<file path="src/rtl/rtcw_pkg.sv">
// Purpose: Shared constants and types for the calendar and time rewrite block
// Assumes: BCD counters, two-digit year, one system clock
// Notes:   Half-second carry arrives as a one-cycle pulse from the generator
package rtcw_pkg;
	localparam int          BCD_W        = 8;
	localparam logic [7:0]  SEC_MAX      = 8'h59;
	localparam logic [7:0]  MIN_MAX      = 8'h59;
	localparam logic [7:0]  HOUR_MAX     = 8'h23;
	localparam logic [7:0]  MONTH_MAX    = 8'h12;
	localparam logic [7:0]  YEAR_MAX     = 8'h99;
	localparam logic [7:0]  DAY_FIRST    = 8'h01;
	localparam logic [7:0]  MONTH_FIRST  = 8'h01;
	localparam logic [7:0]  DAYS_LONG    = 8'h31;
	localparam logic [7:0]  DAYS_SHORT   = 8'h30;
	localparam logic [7:0]  DAYS_FEB_LEAP = 8'h29;
	localparam logic [7:0]  DAYS_FEB     = 8'h28;
	localparam logic [7:0]  MONTH_FEB    = 8'h02;
	localparam logic [1:0]  HALF_ERR_CNT = 2'h3;
	localparam logic [7:0]  RESET_SEC    = 8'h00;
	localparam logic [7:0]  RESET_MIN    = 8'h00;
	localparam logic [7:0]  RESET_HOUR   = 8'h00;
	localparam logic [7:0]  RESET_DAY    = 8'h01;
	localparam logic [7:0]  RESET_MONTH  = 8'h01;
	localparam logic [7:0]  RESET_YEAR   = 8'h00;

	typedef enum logic [1:0] {
		RW_RUN     = 2'b00,
		RW_HOLD    = 2'b01,
		RW_RELOAD  = 2'b10
	} rtcw_state_t;

	// BCD increment with wrap to a given first value
	function automatic logic [7:0] rtcw_bcd_inc(input logic [7:0] v, input logic [7:0] last,
		input logic [7:0] first);
		logic [7:0] r;
		r = v;
		if (v >= last) begin
			r = first;
		end else if (v[3:0] == 4'h9) begin
			r = {v[7:4] + 4'h1, 4'h0};
		end else begin
			r = {v[7:4], v[3:0] + 4'h1};
		end
		return r;
	endfunction : rtcw_bcd_inc
endpackage : rtcw_pkg

</file>
<file path="src/rtl/rtcw_cal_if.sv">
// Purpose: Carries the calendar state between the top and the calendar module
// Assumes: All byte-wide fields are BCD
// Notes:   day_carry and the load fields come from the top, the rest from the calendar
interface rtcw_cal_if;
	logic       day_carry;
	logic       load;
	logic [7:0] day_ld;
	logic [7:0] month_ld;
	logic [7:0] year_ld;
	logic [7:0] day;
	logic [7:0] month;
	logic [7:0] year;
	logic       leap;
	modport ctrl (output day_carry, output load, output day_ld, output month_ld,
		output year_ld, input day, input month, input year, input leap);
	modport cal  (input day_carry, input load, input day_ld, input month_ld,
		input year_ld, output day, output month, output year, output leap);
endinterface : rtcw_cal_if

</file>
<file path="src/rtl/rtcw_top.sv">
// Purpose: Time counters with hold-and-reload rewrite and rewrite error detection
// Assumes: half_tick is a one-cycle pulse in the clock domain, every 0.5 s
// Notes:   Software side is plain ports; no bus
module rtcw_top
	import rtcw_pkg::*;
(
	input  wire logic        clock,
	input  wire logic        rst_n,
	input  wire logic        half_tick,
	input  wire logic        time_rewrite_hold,
	input  wire logic [7:0]  sec_reg,
	input  wire logic [7:0]  min_reg,
	input  wire logic [7:0]  hour_reg,
	input  wire logic [7:0]  day_reg,
	input  wire logic [7:0]  month_reg,
	input  wire logic [7:0]  year_reg,
	input  wire logic        cal_load,
	input  wire logic        flag_wr,
	input  wire logic        flag_wdata,
	input  wire logic        flag_rmw_rd,
	input  wire logic        rewrite_error_irq_enable,
	output logic [7:0]       sec_cnt,
	output logic [7:0]       min_cnt,
	output logic [7:0]       hour_cnt,
	output logic [7:0]       day_cnt,
	output logic [7:0]       month_cnt,
	output logic [7:0]       year_cnt,
	output logic             leap_year,
	output logic             rewrite_error_flag,
	output logic             flag_rd_data,
	output logic             rewrite_error_irq
);
	rtcw_cal_if cal ();

	// Rewrite control
	rtcw_state_t st_r, st_nxt;
	logic        half_ph_r, half_ph_nxt;
	logic        carry_seen_r, carry_seen_nxt;
	logic [1:0]  half_cnt_r, half_cnt_nxt;
	logic        sec_tick;
	logic        err_set;

	// Time counters
	logic [7:0]  sec_r, sec_nxt;
	logic [7:0]  min_r, min_nxt;
	logic [7:0]  hour_r, hour_nxt;

	// Error flag, read-back and request
	logic        err_r, err_nxt;
	logic        irq_r, irq_nxt;
	logic        rd_r, rd_nxt;

	// Calendar mirrors
	logic        leap_r;
	logic [7:0]  day_o_r, month_o_r, year_o_r;

	// Every second half carry is a 1-second carry
	assign sec_tick = half_tick & half_ph_r;

	// Rewrite control; the half phase runs on through a hold
	always_comb begin
		st_nxt         = st_r;
		half_ph_nxt    = half_tick ? ~half_ph_r : half_ph_r;
		carry_seen_nxt = carry_seen_r;
		half_cnt_nxt   = half_cnt_r;
		err_set        = 1'b0;
		unique case (st_r)
			RW_RUN: begin
				carry_seen_nxt = 1'b0;
				if (time_rewrite_hold) begin
					// A carry on the entry edge, or one owed by the reload, joins the hold
					st_nxt         = RW_HOLD;
					half_cnt_nxt   = {1'b0, half_tick};
					carry_seen_nxt = sec_tick | carry_seen_r;
				end
			end
			RW_HOLD: begin
				if (half_tick && half_cnt_r != HALF_ERR_CNT) begin
					half_cnt_nxt = half_cnt_r + 2'h1;
				end
				if (sec_tick) begin
					carry_seen_nxt = 1'b1;
				end
				if (!time_rewrite_hold) begin
					st_nxt = RW_RELOAD;
				end
			end
			RW_RELOAD: begin
				err_set        = (half_cnt_r == HALF_ERR_CNT);
				// A carry in the reload cycle is owed to the first run cycle
				carry_seen_nxt = sec_tick;
				st_nxt         = RW_RUN;
			end
			default: st_nxt = RW_RUN;
		endcase
	end

	always_ff @(posedge clock or negedge rst_n) begin
		if (!rst_n) begin
			st_r         <= RW_RUN;
			half_ph_r    <= 1'b0;
			carry_seen_r <= 1'b0;
			half_cnt_r   <= 2'h0;
		end else begin
			st_r         <= st_nxt;
			half_ph_r    <= half_ph_nxt;
			carry_seen_r <= carry_seen_nxt;
			half_cnt_r   <= half_cnt_nxt;
		end
	end

	// Time counters; a carry owed by the reload is added in run
	always_comb begin
		sec_nxt       = sec_r;
		min_nxt       = min_r;
		hour_nxt      = hour_r;
		cal.day_carry = 1'b0;
		if (st_r == RW_RELOAD) begin
			// Reload, adding one if a carry was seen, on the same edge; min/hour taken from registers
			sec_nxt  = carry_seen_r ? rtcw_bcd_inc(sec_reg, SEC_MAX, RESET_SEC)
				: sec_reg;
			min_nxt  = min_reg;
			hour_nxt = hour_reg;
		end else if (st_r == RW_RUN && (sec_tick || carry_seen_r) && !time_rewrite_hold) begin
			sec_nxt = rtcw_bcd_inc(sec_r, SEC_MAX, RESET_SEC);
			if (sec_r >= SEC_MAX) begin
				min_nxt = rtcw_bcd_inc(min_r, MIN_MAX, RESET_MIN);
				if (min_r >= MIN_MAX) begin
					hour_nxt      = rtcw_bcd_inc(hour_r, HOUR_MAX, RESET_HOUR);
					cal.day_carry = (hour_r >= HOUR_MAX);
				end
			end
		end
	end

	always_ff @(posedge clock or negedge rst_n) begin
		if (!rst_n) begin
			sec_r  <= RESET_SEC;
			min_r  <= RESET_MIN;
			hour_r <= RESET_HOUR;
		end else begin
			sec_r  <= sec_nxt;
			min_r  <= min_nxt;
			hour_r <= hour_nxt;
		end
	end

	// Error flag, its read-back value and request
	always_comb begin
		// Set beats a same-cycle software clear
		err_nxt = err_set | (err_r & ~(flag_wr & ~flag_wdata));
		irq_nxt = err_nxt & rewrite_error_irq_enable;
		rd_nxt  = flag_rmw_rd | err_nxt;
	end

	// Flag, read-back and request all move on one edge
	always_ff @(posedge clock or negedge rst_n) begin
		if (!rst_n) begin
			err_r <= 1'b0;
			irq_r <= 1'b0;
			rd_r  <= 1'b0;
		end else begin
			err_r <= err_nxt;
			irq_r <= irq_nxt;
			rd_r  <= rd_nxt;
		end
	end

	// Date registers load the calendar directly
	assign cal.load     = cal_load;
	assign cal.day_ld   = day_reg;
	assign cal.month_ld = month_reg;
	assign cal.year_ld  = year_reg;

	rtcw_calendar u_cal (
		.clock (clock),
		.rst_n (rst_n),
		.cal   (cal)
	);

	// Calendar values mirrored a cycle late so every output is a flop
	always_ff @(posedge clock or negedge rst_n) begin
		if (!rst_n) begin
			leap_r    <= 1'b0;
			day_o_r   <= RESET_DAY;
			month_o_r <= RESET_MONTH;
			year_o_r  <= RESET_YEAR;
		end else begin
			leap_r    <= cal.leap;
			day_o_r   <= cal.day;
			month_o_r <= cal.month;
			year_o_r  <= cal.year;
		end
	end

	assign sec_cnt            = sec_r;
	assign min_cnt            = min_r;
	assign hour_cnt           = hour_r;
	assign day_cnt            = day_o_r;
	assign month_cnt          = month_o_r;
	assign year_cnt           = year_o_r;
	assign leap_year          = leap_r;
	assign rewrite_error_flag = err_r;
	assign flag_rd_data       = rd_r;
	assign rewrite_error_irq  = irq_r;
endmodule : rtcw_top

</file>
<file path="src/rtl/rtcw_calendar.sv">
// Purpose: Day, month and year counting with month lengths and leap years
// Assumes: Advances by one day per day_carry pulse
// Notes:   Year is two BCD digits, no century correction
module rtcw_calendar
	import rtcw_pkg::*;
(
	input  wire logic clock,
	input  wire logic rst_n,
	rtcw_cal_if.cal   cal
);
	logic [7:0] day_r,   day_nxt;
	logic [7:0] month_r, month_nxt;
	logic [7:0] year_r,  year_nxt;
	logic       leap;
	logic [7:0] last_day;

	// Multiple of four in BCD: tens even and units 0/4/8, or tens odd and 2/6
	always_comb begin
		leap = year_r[4] ? (year_r[3:0] == 4'h2 || year_r[3:0] == 4'h6)
			: (year_r[3:0] == 4'h0 || year_r[3:0] == 4'h4 || year_r[3:0] == 4'h8);
	end

	always_comb begin
		unique case (month_r)
			8'h04, 8'h06, 8'h09, 8'h11: last_day = DAYS_SHORT;
			MONTH_FEB:                  last_day = leap ? DAYS_FEB_LEAP : DAYS_FEB;
			default:                    last_day = DAYS_LONG;
		endcase
	end

	always_comb begin
		day_nxt   = day_r;
		month_nxt = month_r;
		year_nxt  = year_r;
		if (cal.load) begin
			day_nxt   = cal.day_ld;
			month_nxt = cal.month_ld;
			year_nxt  = cal.year_ld;
		end else if (cal.day_carry) begin
			day_nxt = rtcw_bcd_inc(day_r, last_day, DAY_FIRST);
			if (day_r >= last_day) begin
				month_nxt = rtcw_bcd_inc(month_r, MONTH_MAX, MONTH_FIRST);
				if (month_r >= MONTH_MAX) begin
					year_nxt = rtcw_bcd_inc(year_r, YEAR_MAX, RESET_YEAR);
				end
			end
		end
	end

	always_ff @(posedge clock or negedge rst_n) begin
		if (!rst_n) begin
			day_r   <= RESET_DAY;
			month_r <= RESET_MONTH;
			year_r  <= RESET_YEAR;
		end else begin
			day_r   <= day_nxt;
			month_r <= month_nxt;
			year_r  <= year_nxt;
		end
	end

	assign cal.day   = day_r;
	assign cal.month = month_r;
	assign cal.year  = year_r;
	assign cal.leap  = leap;
endmodule : rtcw_calendar

</file>
<file path="config.mk">
export PLATFORM = sky130hd
export DESIGN_NAME = rtcw_top
export DESIGN_NICKNAME = d
export VERILOG_FILES = /design/src/rtl/rtcw_pkg.sv /design/src/rtl/rtcw_cal_if.sv /design/src/rtl/rtcw_top.sv /design/src/rtl/rtcw_calendar.sv
export SDC_FILE = /design/constraint.sdc
export NUM_CORES = 1
export LEC_CHECK = 0
export BUFFER_PORTS_ARGS = -buffer_cell sky130_fd_sc_hd__buf_2
export CORE_MARGIN = 1.5
export CORE_UTILIZATION = 45
export DETAILED_ROUTE_END_ITERATION = 8
export PLACE_DENSITY = 0.76
export SETUP_SLACK_MARGIN = 0.3
export SLEW_MARGIN = 25
export SYNTH_ARGS = -nofsm -noshare
export SYNTH_HDL_FRONTEND = slang
export SYNTH_SLANG_ARGS = --single-unit
</file>
<file path="constraint.sdc">
create_clock -name clock -period 2.9 [get_ports clock]
set_input_delay 0.29 -clock clock [delete_from_list [all_inputs] [get_ports clock]]
set_output_delay 0.29 -clock clock [all_outputs]
set_load 0.01 [all_outputs]
</file>
==> results of run 1 <==
-- report_power, final --
part	internal (mW)	switching [mW]	leakage [nW]	total [mW]
registers	1.59	0.464	1.02	2.05
clock network	0.598	0.400	0.118	0.998
logic	1.19	1.39	1.63	2.59
-- layer usage --
metal / routed length, um / share of wire / track usage
met1: 4930 / 0.43 / 0.268
met2: 5760 / 0.50 / 0.374
met3: 627 / 0.054 / 0.0432
met4: 248 / 0.021 / 0.0774
met5: 0 / 0 / 0
-- kinds of logic after synthesis --
kind of cell	after synthesis	synth area share
simple gates	149	0.176
compound gates	147	0.231
mux	10	0.0253
xor+xnor	5	0.00951
flops	82	0.447
fa+ha+maj	25	0.0679
buf+inv	43	0.0440
-- synthesized netlist by cell type (5+ instances only) --
master,number,area (um^2)
nor2b_1,5,31.3
a21oi_1,29,145
and3_1,5,31.3
o22ai_1,6,37.5
dfrtp_1,78,1950
mux2_2,5,56.3
nand2_1,39,146
nor3_1,11,55.1
nor3b_1,5,37.5
a21o_1,6,45.0
clkbuf_1,6,22.5
inv_1,27,101
nand2b_1,7,43.8
nor2_1,29,109
o21ai_0,33,165
a211oi_1,5,37.5
o31ai_1,11,82.6
ha_1,25,313
a2bb2oi_1,6,52.6
nand3_1,12,60.1
a22o_1,8,70.1
-- through the flow --
| step | total power, mW | utilization | setup slack, ps | hold slack, ps |
|---|---|---|---|---|
| after CTS | 5.52 | 0.579 | 228 | 128 |
| after global routing | 6.03 | 0.596 | -3.34 | 44.2 |
| after global placement | 4.31 | 0.544 | 153 | 405 |
| after detailed placement | 4.39 | 0.544 | 112 | 408 |
| final | 5.64 | 0.596 | 142 | -31.4 |
| after floorplan | 3.57 | - | 124 | -5.59 |
-- area by class of cell --
| cell class | count | area (um^2) | area share |
|---|---|---|---|
| Sequential cell | 82 | 2060 | 0.350 |
| Clock buffer | 13 | 149 | 0.0253 |
| Inverter | 27 | 101 | 0.0173 |
| Multi-Input combinational cell | 336 | 2550 | 0.433 |
| Tap cell | 133 | 166 | 0.0283 |
| Clock inverter | 3 | 90.1 | 0.0153 |
| Timing Repair Buffer | 135 | 764 | 0.130 |
-- layout by cell type, fill, tap and decap left out, types with 4 or more instances in the layout --
| cell type | n |
|---|---|
| o31ai_1 | 7 |
| buf_2 | 107 |
| a2bb2oi_1 | 5 |
| buf_4 | 23 |
| o21ai_0 | 29 |
| a21oi_1 | 28 |
| mux2_2 | 5 |
| and3_1 | 5 |
| nor3_1 | 10 |
| inv_1 | 27 |
| nand2_1 | 39 |
| and2_1 | 4 |
| dfrtp_1 | 78 |
| o21a_1 | 4 |
| nor2_1 | 26 |
| nand3_1 | 11 |
| clkbuf_8 | 10 |
| a22o_1 | 8 |
| nand3b_1 | 4 |
| nor2b_1 | 5 |
| xnor2_1 | 4 |
| dfstp_2 | 4 |
| nand2b_1 | 7 |
| nor3b_1 | 4 |
| o22ai_1 | 5 |
| o31ai_2 | 4 |
| a21o_1 | 6 |
| buf_6 | 5 |
| ha_1 | 23 |
-- what timing repair did --
action | 4_1_cts | 5_1_grt
hold buffers | 0 | 0
setup buffers | 6 | 3
gates resized for setup | 11 | 26
pin swaps | 5 | 10
setup endpoints to repair | 23 | 22
-- worst max-delay path by stage --
stage,endpoint,cells past startpoint,startpoint
CTS,u_cal.cal.day[3]$_DFFE_PN0P_,11,u_cal.cal.year[2]$_DFFE_PN0P_
global placement,u_cal.cal.year[4]$_DFFE_PN0P_,9,u_cal.cal.month[0]$_DFFE_PN1P_
finish,u_cal.cal.year[4]$_DFFE_PN0P_,10,u_cal.cal.month[3]$_DFFE_PN0P_
detailed placement,u_cal.cal.year[4]$_DFFE_PN0P_,9,u_cal.cal.month[0]$_DFFE_PN1P_
global route,u_cal.cal.year[4]$_DFFE_PN0P_,10,u_cal.cal.month[3]$_DFFE_PN0P_
floorplan,u_cal.cal.year[4]$_DFFE_PN0P_,11,u_cal.cal.month[0]$_DFFE_PN1P_
-- worst max-delay path: stages, from the launching register on --
cell	delay (ps)
dfrtp_1	430
nor4_1	340
nand2_1	150
nor3_2	220
inv_1	100
ha_4	290
nand3_4	70
o211ai_4	300
nor2_4	80
or3_4	370
mux2_4	300
==> results.cfg, run 1 <==
[status]
outcome = complete, but fails checks
violations = hold timing

[routing]
drtAntennaViolNets = 0
vias_per_cell = 5.58
num_vias = 4070
first_pass_iters = 4
post-route-drc-count = 0
wl_um = 11600
wl_per_cell_um = 15.9
drt_iter0_drc = 192

[synth]
synth-seq-cells = 82
ys_warn_count = 0
synth_cell_types = 74
synthesis.area_um2 = 4600
yosysSeqAreaShare = 0.447
syn_area_per_cell_um2 = 9.99
synth_nets = 543
yosys_most_used_dff = dfrtp_1
syn_inst = 461
synth_edf_count = 0
async_reset_ff_frac = 1.00

[place]
dpl-instance-area_um2 = 5370
port_buffers = 108
placedCellCount = 704
hpwl_um = 8100
globalplace.congestion = 0.876

[global_routing]
grt_use_total = 0.216
grt_pass1_vias = 4212
antenna_found_initial = 0
grt_pass1_wl_um = 19400
grt_max_degree = 83
grt.overflow.total = 0

[worst_setup_path]
arrival_ps = 3000
worst_r2r_endpoint = u_cal.cal.year[4]$_DFFE_PN0P_
path_class = reg2reg
endpoint_kind = flop
rr_startpoint = u_cal.cal.month[3]$_DFFE_PN0P_
cp_max_fo = 5
startpoint_type = flop
crit_required_ps = 3140
r2r_slack_ps = 140
reg2reg_depth = 10

[die]
boundaryPins = 109
coreArea_um2 = 9860
die_area_um2 = 10800
die_w_um = 104
rows = 36
die_y_um = 104
start_util = 0.467

[clocking]
numClockSinks = 82
clkLatencyLatePin_ps = 350
numCtsBuffers = 9
htreeDepth = 3
cts_tree = built
clk_pin_slew_worst_paths_ps = 90
clock_path_buffers = 2
root_buffer = clkbuf_8

[flow_run]
drv_cap = 0

[cells_and_area]
fillers = 816
syn2layout_area_growth_pct = 27.6
fin_area_um2 = 5870
nNetsFinal = 673
diodes = 0
fin_cells = 729
drive_gt1_frac = 0.342

[timing]
finalCritPeriodShare = 0.951
setup_violations = 0
finalMaxSlewViolations = 0
skew_ps = 17.8
fin_crit_ps = 2760
maxSlewHeadroom = 0.490
rsz0062_at_grt = true
finalHoldViolCount = 45
finalHoldWorstSlack_ps = -31.4
tightest_slew_ps = 765
setup_tns_ps = 0
fmax_mhz = 363

[power_and_ir_drop]
power.leakage_nw = 2.77
power_density_nw_per_um2 = 959
ir_worst_vdd_mv = 0.441

[worst_hold_path]
hp-class = in2async
No activity file was read; power rests on OpenSTA's default activity.
==> run 2, diff against run 1 <==
--- a/config.mk
+++ b/config.mk
@@ -5,13 +5,16 @@
 export SDC_FILE = /design/constraint.sdc
 export NUM_CORES = 1
 export LEC_CHECK = 0
+export ABC_CLOCK_PERIOD_IN_PS = 2900
 export BUFFER_PORTS_ARGS = -buffer_cell sky130_fd_sc_hd__buf_2
 export CORE_MARGIN = 1.5
 export CORE_UTILIZATION = 45
+export CTS_CLUSTER_SIZE = 16
 export DETAILED_ROUTE_END_ITERATION = 8
-export PLACE_DENSITY = 0.76
+export PLACE_DENSITY = 0.77
 export SETUP_SLACK_MARGIN = 0.3
 export SLEW_MARGIN = 25
 export SYNTH_ARGS = -nofsm -noshare
 export SYNTH_HDL_FRONTEND = slang
+export SYNTH_HIERARCHICAL = 1
 export SYNTH_SLANG_ARGS = --single-unit
==> run 2 against run 1 <==
Against the previous run:
- the run still ends with hold timing left
- combinational power down 12%
- synthesized cell count grew 1.1%
- critical path depth increased by 1
- cell area shrank 3.8%
- worst hold slack lost 39 ps
- area after synthesis shrank 0.73%
- first-iteration DRC count grew 30%
- clock power shrank 24%
- die area shrank 0.72%
- via count grew 2.4%
- clock skew fell by 3.4 ps
- clock-buffer cell count fell by 2
- critical endpoint is now u_cal/cal.month[6]$_DFFE_PN0P_
==> results.cfg, run 2 <==
[synth]
synth_top_cell_by_area = dfrtp_1
yosys_most_used_dff = dfrtp_1
synth_top_area_share = 0.427
syn_area_per_cell_um2 = 9.81
synth_xor_area_frac = 0.0115
synth_nets = 549
synth-seq-cells = 82
synth_cell_types = 73
synthSimpleGateAreaFrac = 0.178
ys_warn_count = 6
syn_inst = 466
synth_most_common_cell = dfrtp_1
synth_edf_count = 0
synthesis.area_um2 = 4570
yosysSeqAreaShare = 0.450
synth_compound_area_frac = 0.230
synthTopCellsByCount = dfrtp_1 (78), a21oi_1 (37), o21ai_0 (37)
async_reset_ff_frac = 1.00
synthAdderAreaFrac = 0.0712
synth_top_family_by_area = compound AO/OA/AOI/OAI gates
synth.mux.area_fraction = 0.0164
synth_area_leaders = dfrtp_1 (43%), ha_1 (7.1%), a21oi_1 (4.1%)

[routing]
num_vias = 4167
drtAntennaViolNets = 0
first_pass_iters = 4
vias_per_cell = 5.74
wl_um = 11600
drt_iter0_drc = 249
wl_per_cell_um = 16.0
post-route-drc-count = 0

[cells_and_area]
nNetsFinal = 670
drive_gt1_frac = 0.326
fin_cells = 726
layout_common_cells = buf_2 (107), dfrtp_1 (77), a21oi_1 (32), o21ai_0 (32), nand2_1 (31)
fillers = 876
syn2layout_area_growth_pct = 23.6
layout_commonest_cell = buf_2

[global_routing]
grt_pass1_vias = 3827
grt.overflow.total = 0
grt_use_total = 0.208
grt_pass1_wl_um = 18100
antenna_found_initial = 1
grt_max_degree = 83

[worst_setup_path]
arrival_ps = 2890
startpoint_type = flop
crit_required_ps = 3210
reg2reg_depth = 11
endpoint_kind = flop
cp_max_fo = 8
path_class = reg2reg

[place]
hpwl_um = 8050
globalplace.congestion = 0.879
dp_worst_setup_slack_ps = 163
port_buffers = 108
placedCellCount = 702

[power_and_ir_drop]
ir_worst_vdd_mv = 0.425
power_density_nw_per_um2 = 891
power.leakage_nw = 2.61

[clocking]
clock_path_buffers = 2
numCtsBuffers = 9
clk_pin_slew_worst_paths_ps = 90
numClockSinks = 82
hold_buffers = 0
cts_tree = built
root_buffer = clkbuf_8
clkLatencyLatePin_ps = 370
htreeDepth = 3

[timing]
maxSlewHeadroom = 0.456
finalHoldViolCount = 44
skew_ps = 14.4
finalHoldWorstSlack_ps = -70.2
setup_tns_ps = 0
fin_crit_ps = 2580
finalCritPeriodShare = 0.889
rsz0062_at_grt = true
worst_slack_ps = 323
fmax_mhz = 388
setup_violations = 0
tightest_slew_ps = 813
finalMaxSlewViolations = 0

[worst_hold_path]
hp-class = in2async

[die]
boundaryPins = 109
coreArea_um2 = 9820
die_w_um = 104
start_util = 0.465
rows = 36
die_area_um2 = 10800
die_y_um = 104

[flow_run]
drv_cap = 0

[status]
outcome = complete, but fails checks
violations = hold timing
## run 2: cell count changes after synthesis, sizes merged, moves of 5 or more
cell	change
o21ai	+11
a31oi	+10
o31ai	-9
a21oi	+8
a21o	-6
nand2	-6
a2bb2oi	-5
## run 2: metal layers
| metal | global-route usage | wire [um] | vias to the layer above |
|---|---|---|---|
| li1 | - | - | 1968 |
| met1 | 0.278 | 5070 | 1999 |
| met2 | 0.336 | 5570 | 184 |
| met3 | 0.0403 | 770 | 16 |
| met4 | 0.0764 | 175 | 0 |
| met5 | 0 | 0 | - |
## run 2: cell type report
type,instances,area [um^2],share of cell area
repair buffers,127,704,0.125
flip-flops and latches,82,2060,0.364
well taps,133,166,0.0295
diodes,1,2.50,0.000443
clock inverters,5,30.0,0.00532
inverters,27,101,0.0179
multi-input cells,340,2440,0.433
clock buffers,11,141,0.0250
## run 2: kinds of logic (layout without fill, tap and decap cells)
| kind of cell | count (synthesis) | in the layout |
|---|---|---|
| AOI/OAI and AO/OA | 158 | 158 |
| and+or+nand+nor | 143 | 143 |
| DFF | 82 | 82 |
| buffers and inverters | 44 | 170 |
| adders and majority gates | 26 | 26 |
| muxes | 7 | 7 |
| xor gates and xnor gates | 6 | 6 |
| other | 0 | 1 |
## run 2: final timing paths
| kind | start | end | slack (ps) |
|---|---|---|---|
| hold reg to reg | u_cal/cal.day[0]$_DFFE_PN1P_ | day_cnt[0]$_DFF_PN1_ | 420 |
| setup / recovery | u_cal/cal.month[5]$_DFFE_PN0P_ | u_cal/cal.month[6]$_DFFE_PN0P_ | 320 |
| hold / removal | rst_n | sec_cnt[5]$_DFFE_PN0P_ | -70 |
| min in group clock | flag_rmw_rd | flag_rd_data$_DFF_PN0_ | 120 |
| max in group asynchronous | rst_n | u_cal/cal.day[3]$_DFFE_PN0P_ | 2390 |
| setup reg to reg | u_cal/cal.month[5]$_DFFE_PN0P_ | u_cal/cal.month[6]$_DFFE_PN0P_ | 320 |
## run 2: report_power, final
part	leakage (nW)	internal, mW	switching [mW]
sequential	1.01	1.56	0.446
combinational	1.52	1.01	1.27
clock	0.0851	0.330	0.424
total	2.61	2.90	2.14
## run 2: repair_timing
item,4_1_cts,5_1_grt
setup endpoints to repair,19,25
setup buffers,0,5
resized for setup,4,32
gates cloned,0,2
pin swaps,0,16
## run 2: critical path, cell delays in order, from the launching register on
cell and delay (ps):
dfrtp_1 420, inv_1 90, ha_1 200, mux2_2 260, a31oi_1 180, ha_1 290, nor4b_4 320, o221a_4 270
nor3_4 60, buf_6 150, o21ai_1 160, o21a_1 140
## run 2: metrics by stage
stage	util	hold slack (ps)	instance area [um^2]	total power, mW
2_1_floorplan	-	-5.59	4570	3.42
4_1_cts	0.556	105	5460	4.92
5_1_grt	0.575	20.1	5650	5.41
3_5_place_dp	0.537	389	5270	4.15
6_report	0.575	-70.2	5650	5.03
3_3_place_gp	0.537	382	5270	4.05
